===== config.mk =====
export PLATFORM = sky130hd
export DESIGN_NAME = tre_rx_ctrl_status
export DESIGN_NICKNAME = d
export VERILOG_FILES = /design/src/rtl/tre_pkg.sv /design/src/rtl/tre_rx_ctrl_status.sv /design/src/rtl/tre_sync.sv /design/src/rtl/tre_zero_mon.sv
export SDC_FILE = /design/constraint.sdc
export NUM_CORES = 1
export LEC_CHECK = 0
export ABC_AREA = 1
export BUFFER_PORTS_ARGS = -buffer_cell sky130_fd_sc_hd__buf_2
export CORE_UTILIZATION = 45
export DETAILED_ROUTE_END_ITERATION = 7
export PLACE_DENSITY = 0.8
export REMOVE_ABC_BUFFERS = 1
export SLEW_MARGIN = 20
export SYNTH_ARGS = -nofsm -noshare
export SYNTH_HDL_FRONTEND = slang
export SYNTH_HIERARCHICAL = 1
export SYNTH_SLANG_ARGS = --single-unit
export TNS_END_PERCENT = 100

===== constraint.sdc =====
create_clock -name aclk -period 6.2 [get_ports aclk]
set_clock_uncertainty 0.1 [all_clocks]
set_input_delay 0.31 -clock aclk [delete_from_list [all_inputs] [get_ports aclk]]
set_output_delay 0.31 -clock aclk [all_outputs]
set_load 0.005 [all_outputs]

===== src/rtl/tre_pkg.sv =====
// Shared constants, register map and helpers for the receive control/status block
package tre_pkg;

	// ============================================================
	// Bus widths and answers
	localparam int          ADDR_W      = 16;
	localparam int          DATA_W      = 32;
	localparam logic [1:0]  RESP_OKAY   = 2'h0;
	localparam logic [1:0]  RESP_SLVERR = 2'h2;

	// ============================================================
	// Register indices; byte address is four times (index + port * PORT_STRIDE)
	localparam logic [13:0] PORT_STRIDE = 14'h0200;
	localparam logic [13:0] IDX_ERR     = 14'h0086;
	localparam logic [13:0] IDX_FIFO    = 14'h0087;
	localparam logic [13:0] IDX_IBUS    = 14'h0088;
	localparam logic [13:0] IDX_SPARE   = 14'h0089;
	localparam logic [13:0] IDX_TPORT   = 14'h008a;
	localparam logic [13:0] IDX_SUPP    = 14'h008b;
	localparam logic [13:0] IDX_ALARM   = 14'h0090;
	localparam logic [13:0] IDX_EVENT   = 14'h0091;

	// Reset values and writable bits
	localparam logic [7:0]  RST_CTRL    = 8'h00;
	localparam logic [7:0]  MASK_ERR    = 8'h07;
	localparam logic [7:0]  MASK_FIFO   = 8'h03;
	localparam logic [7:0]  MASK_IBUS   = 8'h7f;
	localparam logic [7:0]  MASK_SPARE  = 8'h07;
	localparam logic [7:0]  MASK_TPORT  = 8'h07;
	localparam logic [7:0]  MASK_SUPP   = 8'hff;
	localparam logic [7:0]  MASK_EVENT  = 8'hbf;

	// ============================================================
	// Field positions
	localparam int ERR_FS_REPORT = 2;
	localparam int ERR_MF_FUNC   = 1;
	localparam int ERR_VIOL_FUNC = 0;
	localparam int IB_SIZE_LSB   = 5;
	localparam int IB_KIND       = 4;
	localparam int IB_EN         = 3;
	localparam int IB_POS_LSB    = 0;
	localparam int TP_DIR        = 2;
	localparam int TP_UNFRAMED   = 1;
	localparam int TP_EN         = 0;
	localparam int EV_PDV        = 7;
	localparam int EV_ALIGN      = 5;
	localparam int EV_Z8         = 4;
	localparam int EV_Z16        = 3;
	localparam int EV_SEF        = 2;
	localparam int EV_B8ZS       = 1;
	localparam int EV_FBE        = 0;

	// ============================================================
	// Line monitor counts
	localparam logic [7:0]  LOS_ZEROS     = 8'd192;
	localparam logic [7:0]  EIGHT_ZEROS   = 8'd8;
	localparam logic [7:0]  SIXTEEN_ZEROS = 8'd16;
	localparam logic [7:0]  DENS_WINDOW   = 8'd192;
	localparam logic [7:0]  DENS_MIN_ONES = 8'd24;
	localparam int          SEF_MIN_ERR   = 2;

	typedef enum logic [3:0] {
		REG_NONE  = 4'h0,
		REG_ERR   = 4'h1,
		REG_FIFO  = 4'h2,
		REG_IBUS  = 4'h3,
		REG_SPARE = 4'h4,
		REG_TPORT = 4'h5,
		REG_SUPP  = 4'h6,
		REG_ALARM = 4'h7,
		REG_EVENT = 4'h8
	} tre_reg_e;

	function automatic logic [ADDR_W-1:0] tre_byte_addr(input logic [13:0] idx,
		input logic [2:0] port);
		logic [13:0] full;
		full = idx + PORT_STRIDE * {11'h000, port};
		return {full, 2'h0};
	endfunction : tre_byte_addr

	function automatic logic [5:0] tre_watermark(input logic [1:0] sel);
		case (sel)
			2'h0:    return 6'd4;
			2'h1:    return 6'd16;
			2'h2:    return 6'd32;
			default: return 6'd48;
		endcase
	endfunction : tre_watermark

	function automatic logic [3:0] tre_bus_devices(input logic [1:0] sel);
		case (sel)
			2'h0:    return 4'd2;
			2'h1:    return 4'd4;
			2'h2:    return 4'd8;
			default: return 4'd0;
		endcase
	endfunction : tre_bus_devices

endpackage : tre_pkg


===== src/rtl/tre_rx_ctrl_status.sv =====
// Receive control and latched status registers of one framer port
//
// The implementer's own choice: register access over AXI4-Lite.
module tre_rx_ctrl_status
	import tre_pkg::*;
#(
	parameter logic [2:0] PORT_INDEX = 3'h0
) (
	input  wire logic                     aclk,
	input  wire logic                     aresetn,
	input  wire logic [tre_pkg::ADDR_W-1:0] s_axi_awaddr,
	input  wire logic [2:0]               s_axi_awprot,
	input  wire logic                     s_axi_awvalid,
	output logic                          s_axi_awready,
	input  wire logic [tre_pkg::DATA_W-1:0] s_axi_wdata,
	input  wire logic [3:0]               s_axi_wstrb,
	input  wire logic                     s_axi_wvalid,
	output logic                          s_axi_wready,
	output logic [1:0]                    s_axi_bresp,
	output logic                          s_axi_bvalid,
	input  wire logic                     s_axi_bready,
	input  wire logic [tre_pkg::ADDR_W-1:0] s_axi_araddr,
	input  wire logic [2:0]               s_axi_arprot,
	input  wire logic                     s_axi_arvalid,
	output logic                          s_axi_arready,
	output logic [tre_pkg::DATA_W-1:0]    s_axi_rdata,
	output logic [1:0]                    s_axi_rresp,
	output logic                          s_axi_rvalid,
	input  wire logic                     s_axi_rready,
	input  wire logic                     t1_mode,
	input  wire logic                     rx_line_clk,
	input  wire logic                     line_rx_pos,
	input  wire logic                     line_rx_neg,
	input  wire logic                     remote_alarm_cond,
	input  wire logic                     all_ones_cond,
	input  wire logic                     frame_loss_cond,
	input  wire logic                     fbit_slot,
	input  wire logic                     fs_slot,
	input  wire logic                     fbit_err,
	input  wire logic                     bipolar_violation,
	input  wire logic                     mf_out_of_sync,
	input  wire logic                     alignment_changed,
	input  wire logic                     b8zs_codeword,
	input  wire logic [2:0]               channel_bit_index,
	input  wire logic                     tx_data,
	input  wire logic                     tx_test_port_clock,
	output logic                          test_port_data_out,
	output logic                          test_port_clock_out,
	output logic                          path_violation_inc,
	output logic                          mf_counter_inc,
	output logic                          violation_counter_inc,
	output logic [5:0]                    fifo_watermark_bytes,
	output logic                          interleave_enable,
	output logic                          interleave_frame_mode,
	output logic [3:0]                    interleave_devices,
	output logic [2:0]                    bus_position,
	output logic [3:0]                    spare_length_bits,
	output logic                          signal_loss_cond,
	output logic                          alarm_status_pending
);
	// ============================================================
	// Address decode
	function automatic tre_reg_e decode(input logic [ADDR_W-1:0] a);
		if (a == tre_byte_addr(IDX_ERR, PORT_INDEX))        return REG_ERR;
		else if (a == tre_byte_addr(IDX_FIFO, PORT_INDEX))  return REG_FIFO;
		else if (a == tre_byte_addr(IDX_IBUS, PORT_INDEX))  return REG_IBUS;
		else if (a == tre_byte_addr(IDX_SPARE, PORT_INDEX)) return REG_SPARE;
		else if (a == tre_byte_addr(IDX_TPORT, PORT_INDEX)) return REG_TPORT;
		else if (a == tre_byte_addr(IDX_SUPP, PORT_INDEX))  return REG_SUPP;
		else if (a == tre_byte_addr(IDX_ALARM, PORT_INDEX)) return REG_ALARM;
		else if (a == tre_byte_addr(IDX_EVENT, PORT_INDEX)) return REG_EVENT;
		else                                                return REG_NONE;
	endfunction : decode

	// ============================================================
	// Line side synchronisation
	logic [16:0] sync_s;
	logic        lclk_s;
	logic        line_one_s;
	logic [2:0]  cond_s;
	logic        fslot_s;
	logic        fs_s;
	logic        ferr_s;
	logic        bpv_s;
	logic        mfoos_s;
	logic        align_s;
	logic        b8zs_s;
	logic [2:0]  bit_idx_s;
	logic        txd_s;
	logic        txclk_s;

	tre_sync #(.W(17)) u_sync (
		.aclk     (aclk),
		.aresetn  (aresetn),
		.async_in ({rx_line_clk, line_rx_pos | line_rx_neg, remote_alarm_cond,
			all_ones_cond, frame_loss_cond, fbit_slot, fs_slot, fbit_err,
			bipolar_violation, mf_out_of_sync, alignment_changed, b8zs_codeword,
			channel_bit_index, tx_data, tx_test_port_clock}),
		.sync_out (sync_s)
	);

	assign {lclk_s, line_one_s, cond_s, fslot_s, fs_s, ferr_s, bpv_s, mfoos_s,
		align_s, b8zs_s, bit_idx_s, txd_s, txclk_s} = sync_s;

	logic lclk_prev_ff;
	logic bit_stb;

	always_ff @(posedge aclk) begin
		if (!aresetn)
			lclk_prev_ff <= 1'b0;
		else
			lclk_prev_ff <= lclk_s;
	end
	assign bit_stb = lclk_s && !lclk_prev_ff;

	logic los_w;
	logic z8_w;
	logic z16_w;
	logic pdv_w;

	tre_zero_mon u_zmon (
		.aclk       (aclk),
		.aresetn    (aresetn),
		.bit_stb    (bit_stb),
		.bit_one    (line_one_s),
		.los_ff     (los_w),
		.eight_ff   (z8_w),
		.sixteen_ff (z16_w),
		.density_ff (pdv_w)
	);

	// ============================================================
	// AXI4-Lite slave
	logic                aw_hold_ff;
	logic                w_hold_ff;
	logic [ADDR_W-1:0]   awaddr_ff;
	logic [7:0]          wbyte_ff;
	logic                wlane_ff;
	logic                aw_fire;
	logic                w_fire;
	logic                do_write;
	logic                nxt_bvalid;
	logic                nxt_aw_hold;
	logic                nxt_w_hold;
	logic                ar_fire;
	logic                nxt_rvalid;
	tre_reg_e            wsel;
	tre_reg_e            rsel;
	logic [7:0]          rval;

	assign aw_fire     = s_axi_awvalid && s_axi_awready;
	assign w_fire      = s_axi_wvalid && s_axi_wready;
	assign do_write    = aw_hold_ff && w_hold_ff && !s_axi_bvalid;
	assign nxt_bvalid  = do_write || (s_axi_bvalid && !s_axi_bready);
	assign nxt_aw_hold = (aw_hold_ff && !do_write) || aw_fire;
	assign nxt_w_hold  = (w_hold_ff && !do_write) || w_fire;
	assign ar_fire     = s_axi_arvalid && s_axi_arready;
	assign nxt_rvalid  = ar_fire || (s_axi_rvalid && !s_axi_rready);
	assign wsel        = decode(awaddr_ff);
	assign rsel        = decode(s_axi_araddr);

	always_ff @(posedge aclk) begin
		if (!aresetn) begin
			aw_hold_ff    <= 1'b0;
			w_hold_ff     <= 1'b0;
			awaddr_ff     <= '0;
			wbyte_ff      <= 8'h00;
			wlane_ff      <= 1'b0;
			s_axi_awready <= 1'b0;
			s_axi_wready  <= 1'b0;
			s_axi_bvalid  <= 1'b0;
			s_axi_bresp   <= RESP_OKAY;
		end else begin
			aw_hold_ff    <= nxt_aw_hold;
			w_hold_ff     <= nxt_w_hold;
			s_axi_awready <= !nxt_aw_hold && !nxt_bvalid;
			s_axi_wready  <= !nxt_w_hold && !nxt_bvalid;
			s_axi_bvalid  <= nxt_bvalid;
			if (aw_fire)
				awaddr_ff <= s_axi_awaddr;
			if (w_fire) begin
				wbyte_ff <= s_axi_wdata[7:0];
				wlane_ff <= s_axi_wstrb[0];
			end
			if (do_write)
				s_axi_bresp <= (wsel == REG_NONE) ? RESP_SLVERR : RESP_OKAY;
		end
	end

	// Only byte lane 0 carries register data; other lanes are ignored
	logic       wr_en;
	assign wr_en = do_write && wlane_ff;

	// ============================================================
	// Control registers
	logic [7:0] err_ctrl_ff;
	logic [7:0] fifo_ctrl_ff;
	logic [7:0] ibus_ctrl_ff;
	logic [7:0] spare_ctrl_ff;
	logic [7:0] tport_ctrl_ff;
	logic [7:0] suppress_ff;

	always_ff @(posedge aclk) begin
		if (!aresetn) begin
			err_ctrl_ff   <= RST_CTRL;
			fifo_ctrl_ff  <= RST_CTRL;
			ibus_ctrl_ff  <= RST_CTRL;
			spare_ctrl_ff <= RST_CTRL;
			tport_ctrl_ff <= RST_CTRL;
			suppress_ff   <= RST_CTRL;
		end else if (wr_en) begin
			case (wsel)
				REG_ERR:   err_ctrl_ff   <= wbyte_ff & MASK_ERR;
				REG_FIFO:  fifo_ctrl_ff  <= wbyte_ff & MASK_FIFO;
				REG_IBUS:  ibus_ctrl_ff  <= wbyte_ff & MASK_IBUS;
				// Upper spare bits are expected zero; they are not stored
				REG_SPARE: spare_ctrl_ff <= wbyte_ff & MASK_SPARE;
				REG_TPORT: tport_ctrl_ff <= wbyte_ff & MASK_TPORT;
				REG_SUPP:  suppress_ff   <= wbyte_ff & MASK_SUPP;
				default: ;
			endcase
		end
	end

	// ============================================================
	// Latched status
	logic [7:0] alarm_ff;
	logic [7:0] event_ff;
	logic [3:0] cond_prev_ff;
	logic [3:0] cond_now;
	logic [7:0] alarm_set;
	logic [7:0] event_set;
	logic [7:0] alarm_clr;
	logic [7:0] event_clr;
	logic [5:0] sef_win_ff;
	logic [5:0] sef_next;
	logic       ft_err;

	assign cond_now  = {cond_s[2], cond_s[1], los_w, cond_s[0]};
	assign alarm_set = {cond_prev_ff & ~cond_now,
		~cond_prev_ff & cond_now};
	assign ft_err    = bit_stb && fslot_s && !fs_s && ferr_s;
	assign sef_next  = {sef_win_ff[4:0], ferr_s};

	always_comb begin
		event_set          = 8'h00;
		event_set[EV_PDV]  = pdv_w;
		event_set[EV_ALIGN] = bit_stb && align_s;
		event_set[EV_Z8]   = z8_w;
		event_set[EV_Z16]  = z16_w;
		event_set[EV_SEF]  = ft_err && $countones(sef_next) >= SEF_MIN_ERR;
		event_set[EV_B8ZS] = bit_stb && b8zs_s;
		event_set[EV_FBE]  = ft_err;
		if (!t1_mode)
			event_set = 8'h00;
	end

	assign alarm_clr = (wr_en && wsel == REG_ALARM) ? wbyte_ff : 8'h00;
	assign event_clr = (wr_en && wsel == REG_EVENT) ? wbyte_ff : 8'h00;

	always_ff @(posedge aclk) begin
		if (!aresetn) begin
			cond_prev_ff <= 4'h0;
			sef_win_ff   <= 6'h00;
		end else begin
			cond_prev_ff <= cond_now;
			if (bit_stb && fslot_s && !fs_s)
				sef_win_ff <= sef_next;
		end
	end

	// Set wins over a clear written in the same cycle
	always_ff @(posedge aclk) begin
		if (!aresetn) begin
			alarm_ff <= 8'h00;
			event_ff <= 8'h00;
		end else begin
			alarm_ff <= (alarm_ff & ~alarm_clr) | alarm_set;
			event_ff <= ((event_ff & ~event_clr) | event_set) & MASK_EVENT;
		end
	end

	// Alarm flags feed the port's pending line; event flags never do
	always_ff @(posedge aclk) begin
		if (!aresetn)
			alarm_status_pending <= 1'b0;
		else
			alarm_status_pending <= |alarm_ff;
	end

	// ============================================================
	// Read path
	always_comb begin
		case (rsel)
			REG_ERR:   rval = err_ctrl_ff;
			REG_FIFO:  rval = fifo_ctrl_ff;
			REG_IBUS:  rval = ibus_ctrl_ff;
			REG_SPARE: rval = spare_ctrl_ff;
			REG_TPORT: rval = tport_ctrl_ff;
			REG_SUPP:  rval = suppress_ff;
			REG_ALARM: rval = alarm_ff;
			REG_EVENT: rval = event_ff;
			default:   rval = 8'h00;
		endcase
	end

	always_ff @(posedge aclk) begin
		if (!aresetn) begin
			s_axi_arready <= 1'b0;
			s_axi_rvalid  <= 1'b0;
			s_axi_rdata   <= '0;
			s_axi_rresp   <= RESP_OKAY;
		end else begin
			s_axi_arready <= !nxt_rvalid;
			s_axi_rvalid  <= nxt_rvalid;
			if (ar_fire) begin
				s_axi_rdata <= {24'h000000, rval};
				s_axi_rresp <= (rsel == REG_NONE) ? RESP_SLVERR : RESP_OKAY;
			end
		end
	end

	// ============================================================
	// Counter event strobes for the error counters
	logic frm_err_cnt;
	assign frm_err_cnt = bit_stb && fslot_s && ferr_s && (!fs_s || err_ctrl_ff[ERR_FS_REPORT]);

	always_ff @(posedge aclk) begin
		if (!aresetn) begin
			path_violation_inc    <= 1'b0;
			mf_counter_inc        <= 1'b0;
			violation_counter_inc <= 1'b0;
		end else begin
			path_violation_inc    <= t1_mode && frm_err_cnt;
			mf_counter_inc        <= t1_mode && (err_ctrl_ff[ERR_MF_FUNC] ?
				bit_stb && mfoos_s : ft_err);
			violation_counter_inc <= (bit_stb && bpv_s) ||
				(err_ctrl_ff[ERR_VIOL_FUNC] && z8_w);
		end
	end

	// ============================================================
	// Test port
	logic rx_allow_ff;
	logic rx_bit_ff;
	logic tp_en;
	logic tp_dir;

	assign tp_en  = tport_ctrl_ff[TP_EN];
	assign tp_dir = tport_ctrl_ff[TP_DIR];

	// Gate is decided at the line edge and held for the whole bit
	always_ff @(posedge aclk) begin
		if (!aresetn) begin
			rx_allow_ff <= 1'b0;
			rx_bit_ff   <= 1'b0;
		end else if (bit_stb) begin
			rx_bit_ff   <= line_one_s;
			rx_allow_ff <= !suppress_ff[3'd7 - bit_idx_s] &&
				(!fslot_s || (t1_mode && tport_ctrl_ff[TP_UNFRAMED]));
		end
	end

	always_ff @(posedge aclk) begin
		if (!aresetn) begin
			test_port_data_out  <= 1'b0;
			test_port_clock_out <= 1'b0;
		end else if (!tp_en) begin
			test_port_data_out  <= 1'b0;
			test_port_clock_out <= 1'b0;
		end else if (tp_dir) begin
			test_port_data_out  <= txd_s;
			test_port_clock_out <= txclk_s;
		end else begin
			test_port_data_out  <= rx_bit_ff;
			test_port_clock_out <= lclk_s && rx_allow_ff;
		end
	end

	// ============================================================
	// Configuration outputs
	always_ff @(posedge aclk) begin
		if (!aresetn) begin
			fifo_watermark_bytes  <= 6'd4;
			interleave_enable     <= 1'b0;
			interleave_frame_mode <= 1'b0;
			interleave_devices    <= 4'd2;
			bus_position          <= 3'h0;
			spare_length_bits     <= 4'd1;
			signal_loss_cond      <= 1'b0;
		end else begin
			fifo_watermark_bytes  <= tre_watermark(fifo_ctrl_ff[1:0]);
			interleave_enable     <= ibus_ctrl_ff[IB_EN];
			interleave_frame_mode <= ibus_ctrl_ff[IB_EN] && ibus_ctrl_ff[IB_KIND];
			interleave_devices    <= tre_bus_devices(ibus_ctrl_ff[IB_SIZE_LSB +: 2]);
			bus_position          <= ibus_ctrl_ff[IB_POS_LSB +: 3];
			// Code 111 reads 8 and stands for the 8 or 16 bit length
			spare_length_bits     <= {1'b0, spare_ctrl_ff[2:0]} + 4'd1;
			signal_loss_cond      <= los_w;
		end
	end
endmodule : tre_rx_ctrl_status


===== src/rtl/tre_sync.sv =====
// Two-flop synchroniser
module tre_sync #(
	parameter int W = 1
) (
	input  wire logic         aclk,
	input  wire logic         aresetn,
	input  wire logic [W-1:0] async_in,
	output logic      [W-1:0] sync_out
);
	logic [W-1:0] meta_ff;

	always_ff @(posedge aclk) begin
		if (!aresetn) begin
			meta_ff  <= '0;
			sync_out <= '0;
		end else begin
			meta_ff  <= async_in;
			sync_out <= meta_ff;
		end
	end
endmodule : tre_sync


===== src/rtl/tre_zero_mon.sv =====
// Zero-run and pulse-density monitor on the received bit stream
module tre_zero_mon
	import tre_pkg::*;
(
	input  wire logic aclk,
	input  wire logic aresetn,
	input  wire logic bit_stb,
	input  wire logic bit_one,
	output logic      los_ff,
	output logic      eight_ff,
	output logic      sixteen_ff,
	output logic      density_ff
);
	logic [7:0] zrun_ff;
	logic [7:0] win_ff;
	logic [7:0] ones_ff;

	// Run length saturates so a very long run still reads as long
	always_ff @(posedge aclk) begin
		if (!aresetn) begin
			zrun_ff <= 8'h00;
		end else if (bit_stb) begin
			if (bit_one)
				zrun_ff <= 8'h00;
			else if (zrun_ff != 8'hff)
				zrun_ff <= zrun_ff + 8'h01;
		end
	end

	always_ff @(posedge aclk) begin
		if (!aresetn) begin
			los_ff <= 1'b0;
		end else if (bit_stb) begin
			if (bit_one)
				los_ff <= 1'b0;
			else if (zrun_ff == LOS_ZEROS - 8'h01)
				los_ff <= 1'b1;
		end
	end

	// Pulses fire once when the run reaches the threshold
	always_ff @(posedge aclk) begin
		if (!aresetn) begin
			eight_ff   <= 1'b0;
			sixteen_ff <= 1'b0;
		end else begin
			eight_ff   <= bit_stb && !bit_one && zrun_ff == EIGHT_ZEROS - 8'h01;
			sixteen_ff <= bit_stb && !bit_one && zrun_ff == SIXTEEN_ZEROS - 8'h01;
		end
	end

	// Density: more than fifteen zeros in a row, or too few ones in a block
	always_ff @(posedge aclk) begin
		if (!aresetn) begin
			win_ff     <= 8'h00;
			ones_ff    <= 8'h00;
			density_ff <= 1'b0;
		end else begin
			density_ff <= 1'b0;
			if (bit_stb) begin
				if (win_ff == DENS_WINDOW - 8'h01) begin
					win_ff     <= 8'h00;
					ones_ff    <= 8'h00;
					density_ff <= (ones_ff + {7'h00, bit_one}) < DENS_MIN_ONES;
				end else begin
					win_ff  <= win_ff + 8'h01;
					ones_ff <= ones_ff + {7'h00, bit_one};
				end
				if (!bit_one && zrun_ff == SIXTEEN_ZEROS - 8'h01)
					density_ff <= 1'b1;
			end
		end
	end
endmodule : tre_zero_mon


==> impl_metrics.py <==
metrics = {
    "sta": {
        "timing.final.crit_period_ns": 2.40,
        "fin_crit_sh_pct": 38.6,
        "report.final.hold_viol_count": 0,
        "finalHoldWorstSlack_ns": 0.0317,
        "achievable-frequency_mhz": 417,
        "timing.slew.headroom_pct": 39.8,
        "final_max_slew_viol_count": 0,
        "finalWorstSetupSlack_ns": 3.80,
        "setup_viol": 0,
        "max_slew.worst_pin.slew_ns": 0.897,
        "fin_tns_setup_ns": 0,
        "rsz0062_at_grt": "false",
    },
    "routing": {
        "vias_per_cell": 4.80,
        "drc_errors": 0,
        "detail_route.first_pass.iterations": 5,
        "ant_nets": 0,
        "detailroute.via_count": 6543,
        "wl_final_um": 16400,
        "first_iter_violations": 399,
        "avgRoutedWirePerCell_um": 12.0,
    },
    "logic_synthesis": {
        "syn_inst": 1019,
        "synth-edff-count": 0,
        "syn_avg_cell_area_um2": 7.44,
        "postSynth.asyncResetShare_pct": 0,
        "synth.distinct_cells": 43,
        "syn-cell-area_um2": 7580,
        "yosysWarnings": 6,
        "flip_flop_and_latch_count_after_synthesis": 178,
        "synthFlopType": "sky130_fd_sc_hd__dfxtp_1",
        "share_of_synthesized_area_occupied_by_flip_flops_and_latches_pct": 47.0,
    },
    "global_route": {
        "grt.total_usage_pct": 19.3,
        "first_global_vias": 5858,
        "gr-total-overflow": 0,
        "grt_start_max_net_pins": 92,
        "grt_pass1_wl_um": 27000,
        "grt_antenna_before_repair": 0,
    },
    "placement": {
        "dp_hpwl_um": 11500,
        "pre_cts_slack_ns": 3.79,
        "port_buffers": 103,
        "finalWeightedCongestion": 0.865,
    },
    "cells_and_area": {
        "fillerInstances": 1556,
        "layout.cells.most_common": "sky130_fd_sc_hd__nand2_1",
        "antenna_cells": 0,
        "final_core_utilization_pct": 53.9,
        "multi_input_comb_area_um2": 3240,
        "seqCellArea_um2": 3560,
        "layout.cells.most_common_list": "sky130_fd_sc_hd__nand2_1 (237), sky130_fd_sc_hd__dfxtp_1 (178), sky130_fd_sc_hd__inv_1 (121)",
        "design.final.nets": 1239,
        "post_route_cells_drive_above_1_share_pct": 16.4,
        "area_delta_synth_final_pct": 17.4,
    },
    "worst_setup_path": {
        "critical_path_arrival_ns": 2.60,
        "timing_worst_setup_path_type": "reg2reg",
        "timing.critical_path.from_type": "flip-flop",
        "r2r_cells": 9,
        "cp.required_ns": 6.41,
        "worst_path_max_fanout": 4,
        "end_kind": "flip-flop",
    },
    "clock_network": {
        "tritoncts": "done",
        "cts.clk_slew.worst_paths_ns": 0.07,
        "post-cts-setup-buffers": 0,
        "cts_sinks": 178,
        "clock-root-buffer": "sky130_fd_sc_hd__clkbuf_16",
        "ctsLongestPathBuffers": 2,
        "htree_levels": 4,
        "clock_insertion_delay_worst_skew_ns": 0.43,
        "holdBufCountCts": 16,
        "postCtsResizedCells": 0,
        "cts-buffers-inserted": 17,
    },
    "hold_path": {
        "hp-class": "in2reg",
        "worst_hold_path.num_cells": 3,
    },
    "power": {
        "p_per_area_nw_per_um2": 278,
        "vdd_ir_drop_max_mv": 0.210,
        "power_mw": 2.47,
        "leakage_nw": 3.98,
    },
    "floorplanning": {
        "core.rowCount": 47,
        "die_area_um2": 17400,
        "die_height_um": 132,
        "design.portCount": 167,
        "initial_utilization_pct": 45.9,
        "core-area_um2": 16500,
        "floorplan.die.width_um": 132,
    },
    "run": {
        "cap_viol_max_count": 0,
    },
    "run_status": {
        "status": "completed",
    },
}
## registers in the layout, summed over array words and instances, names as in the netlist, 4 cells and up
signal / count
u_sync/sync_out: 17
u_zmon/ones_ff: 8
awaddr_ff: 16
u_zmon/zrun_ff: 8
s_axi_rdata: 8
spare_length_bits: 4
suppress_ff: 8
u_zmon/win_ff: 8
alarm_ff: 8
u_sync/meta_ff: 17
event_ff: 7
sef_win_ff: 5
ibus_ctrl_ff: 7
wbyte_ff: 8
cond_prev_ff: 4
## path summary, 6_finish.rpt
check | from | endpoint | slack [ns]
min reg2reg | u_sync/meta_ff[15]$_SDFF_PN0_ | u_sync/sync_out[15]$_SDFF_PN0_ | 0.31
min | s_axi_awaddr[7] | awaddr_ff[7]$_SDFFE_PN0P_ | 0.03
max reg2reg | u_sync/sync_out[9]$_SDFF_PN0_ | event_ff[2]$_SDFF_PN0_ | 3.80
max | u_sync/sync_out[9]$_SDFF_PN0_ | event_ff[2]$_SDFF_PN0_ | 3.80
## through the flow
stage                     cell area [um^2]  std cells
final                                 8900       1364
after global routing                  8900       1364
after CTS                             8900       1364
after detailed placement              8110       1316
after global placement                8110       1316
after floorplan                       7300        991
## cell type report
type	count	area share (%)
multi-input combinational	680	36.4
timing repair buffer	121	7.76
sequential	178	40.0
clock buffer	17	4.78
inverter	133	5.64
tap	220	3.09
clock inverter	15	2.32
## routing by layer
layer / global-route usage, % / wire length [um] / vias to the layer above
met5: 0 / 0 / -
met4: 9.04 / 439 / 0
met3: 3.96 / 826 / 33
met2: 31.2 / 7660 / 184
met1: 24.9 / 7450 / 2938
li1: - / - / 3388
## logic make-up (layout without fill, tap and decap cells)
kind of cell,count (synthesis),count (layout),synth area share (%)
AND/OR/NAND/NOR,480,480,28.0
buffers and inverters,190,286,11.7
flip-flops,178,178,47.0
AO/OA/AOI/OAI,159,159,11.2
adder cells (fa/ha/maj),8,8,1.62
XOR/XNOR,3,3,0.347
other,1,30,0.0495
## synth_stat cells (5+ instances only)
library cell,count,area (um^2)
sky130_fd_sc_hd__a21oi_1,82,410
sky130_fd_sc_hd__dfxtp_1,178,3560
sky130_fd_sc_hd__nor2_2,11,68.8
sky130_fd_sc_hd__nor3_1,7,35.0
sky130_fd_sc_hd__inv_2,9,33.8
sky130_fd_sc_hd__o21ai_0,48,240
sky130_fd_sc_hd__a21oi_2,5,43.8
sky130_fd_sc_hd__o21ai_1,11,55.1
sky130_fd_sc_hd__nor2_1,113,424
sky130_fd_sc_hd__nand3_1,73,365
sky130_fd_sc_hd__nand4_1,11,68.8
sky130_fd_sc_hd__buf_4,32,240
sky130_fd_sc_hd__nand2_2,7,43.8
sky130_fd_sc_hd__clkbuf_1,17,63.8
sky130_fd_sc_hd__ha_1,5,62.6
sky130_fd_sc_hd__buf_6,7,78.8
sky130_fd_sc_hd__inv_1,121,454
sky130_fd_sc_hd__nand2_1,237,890
sky130_fd_sc_hd__nor2_4,9,101
## power breakdown
part	switching [mW]	internal (mW)	leakage [nW]
Clock	0.455	0.677	0.292
Sequential	0.0237	1.18	1.45
Combinational	0.0875	0.0531	2.24
Total	0.566	1.91	3.98
## critical path, cell delays in order (launching register included)
cell and delay, ns:
sky130_fd_sc_hd__dfxtp_1 0.37, sky130_fd_sc_hd__fa_1 0.54, sky130_fd_sc_hd__inv_1 0.05, sky130_fd_sc_hd__fa_1 0.44, sky130_fd_sc_hd__inv_1 0.07, sky130_fd_sc_hd__nand2_1 0.05
sky130_fd_sc_hd__fa_1 0.48, sky130_fd_sc_hd__nand2_1 0.05, sky130_fd_sc_hd__nand2_1 0.08, sky130_fd_sc_hd__a21oi_2 0.05
Power figures use the tool's default switching activity.
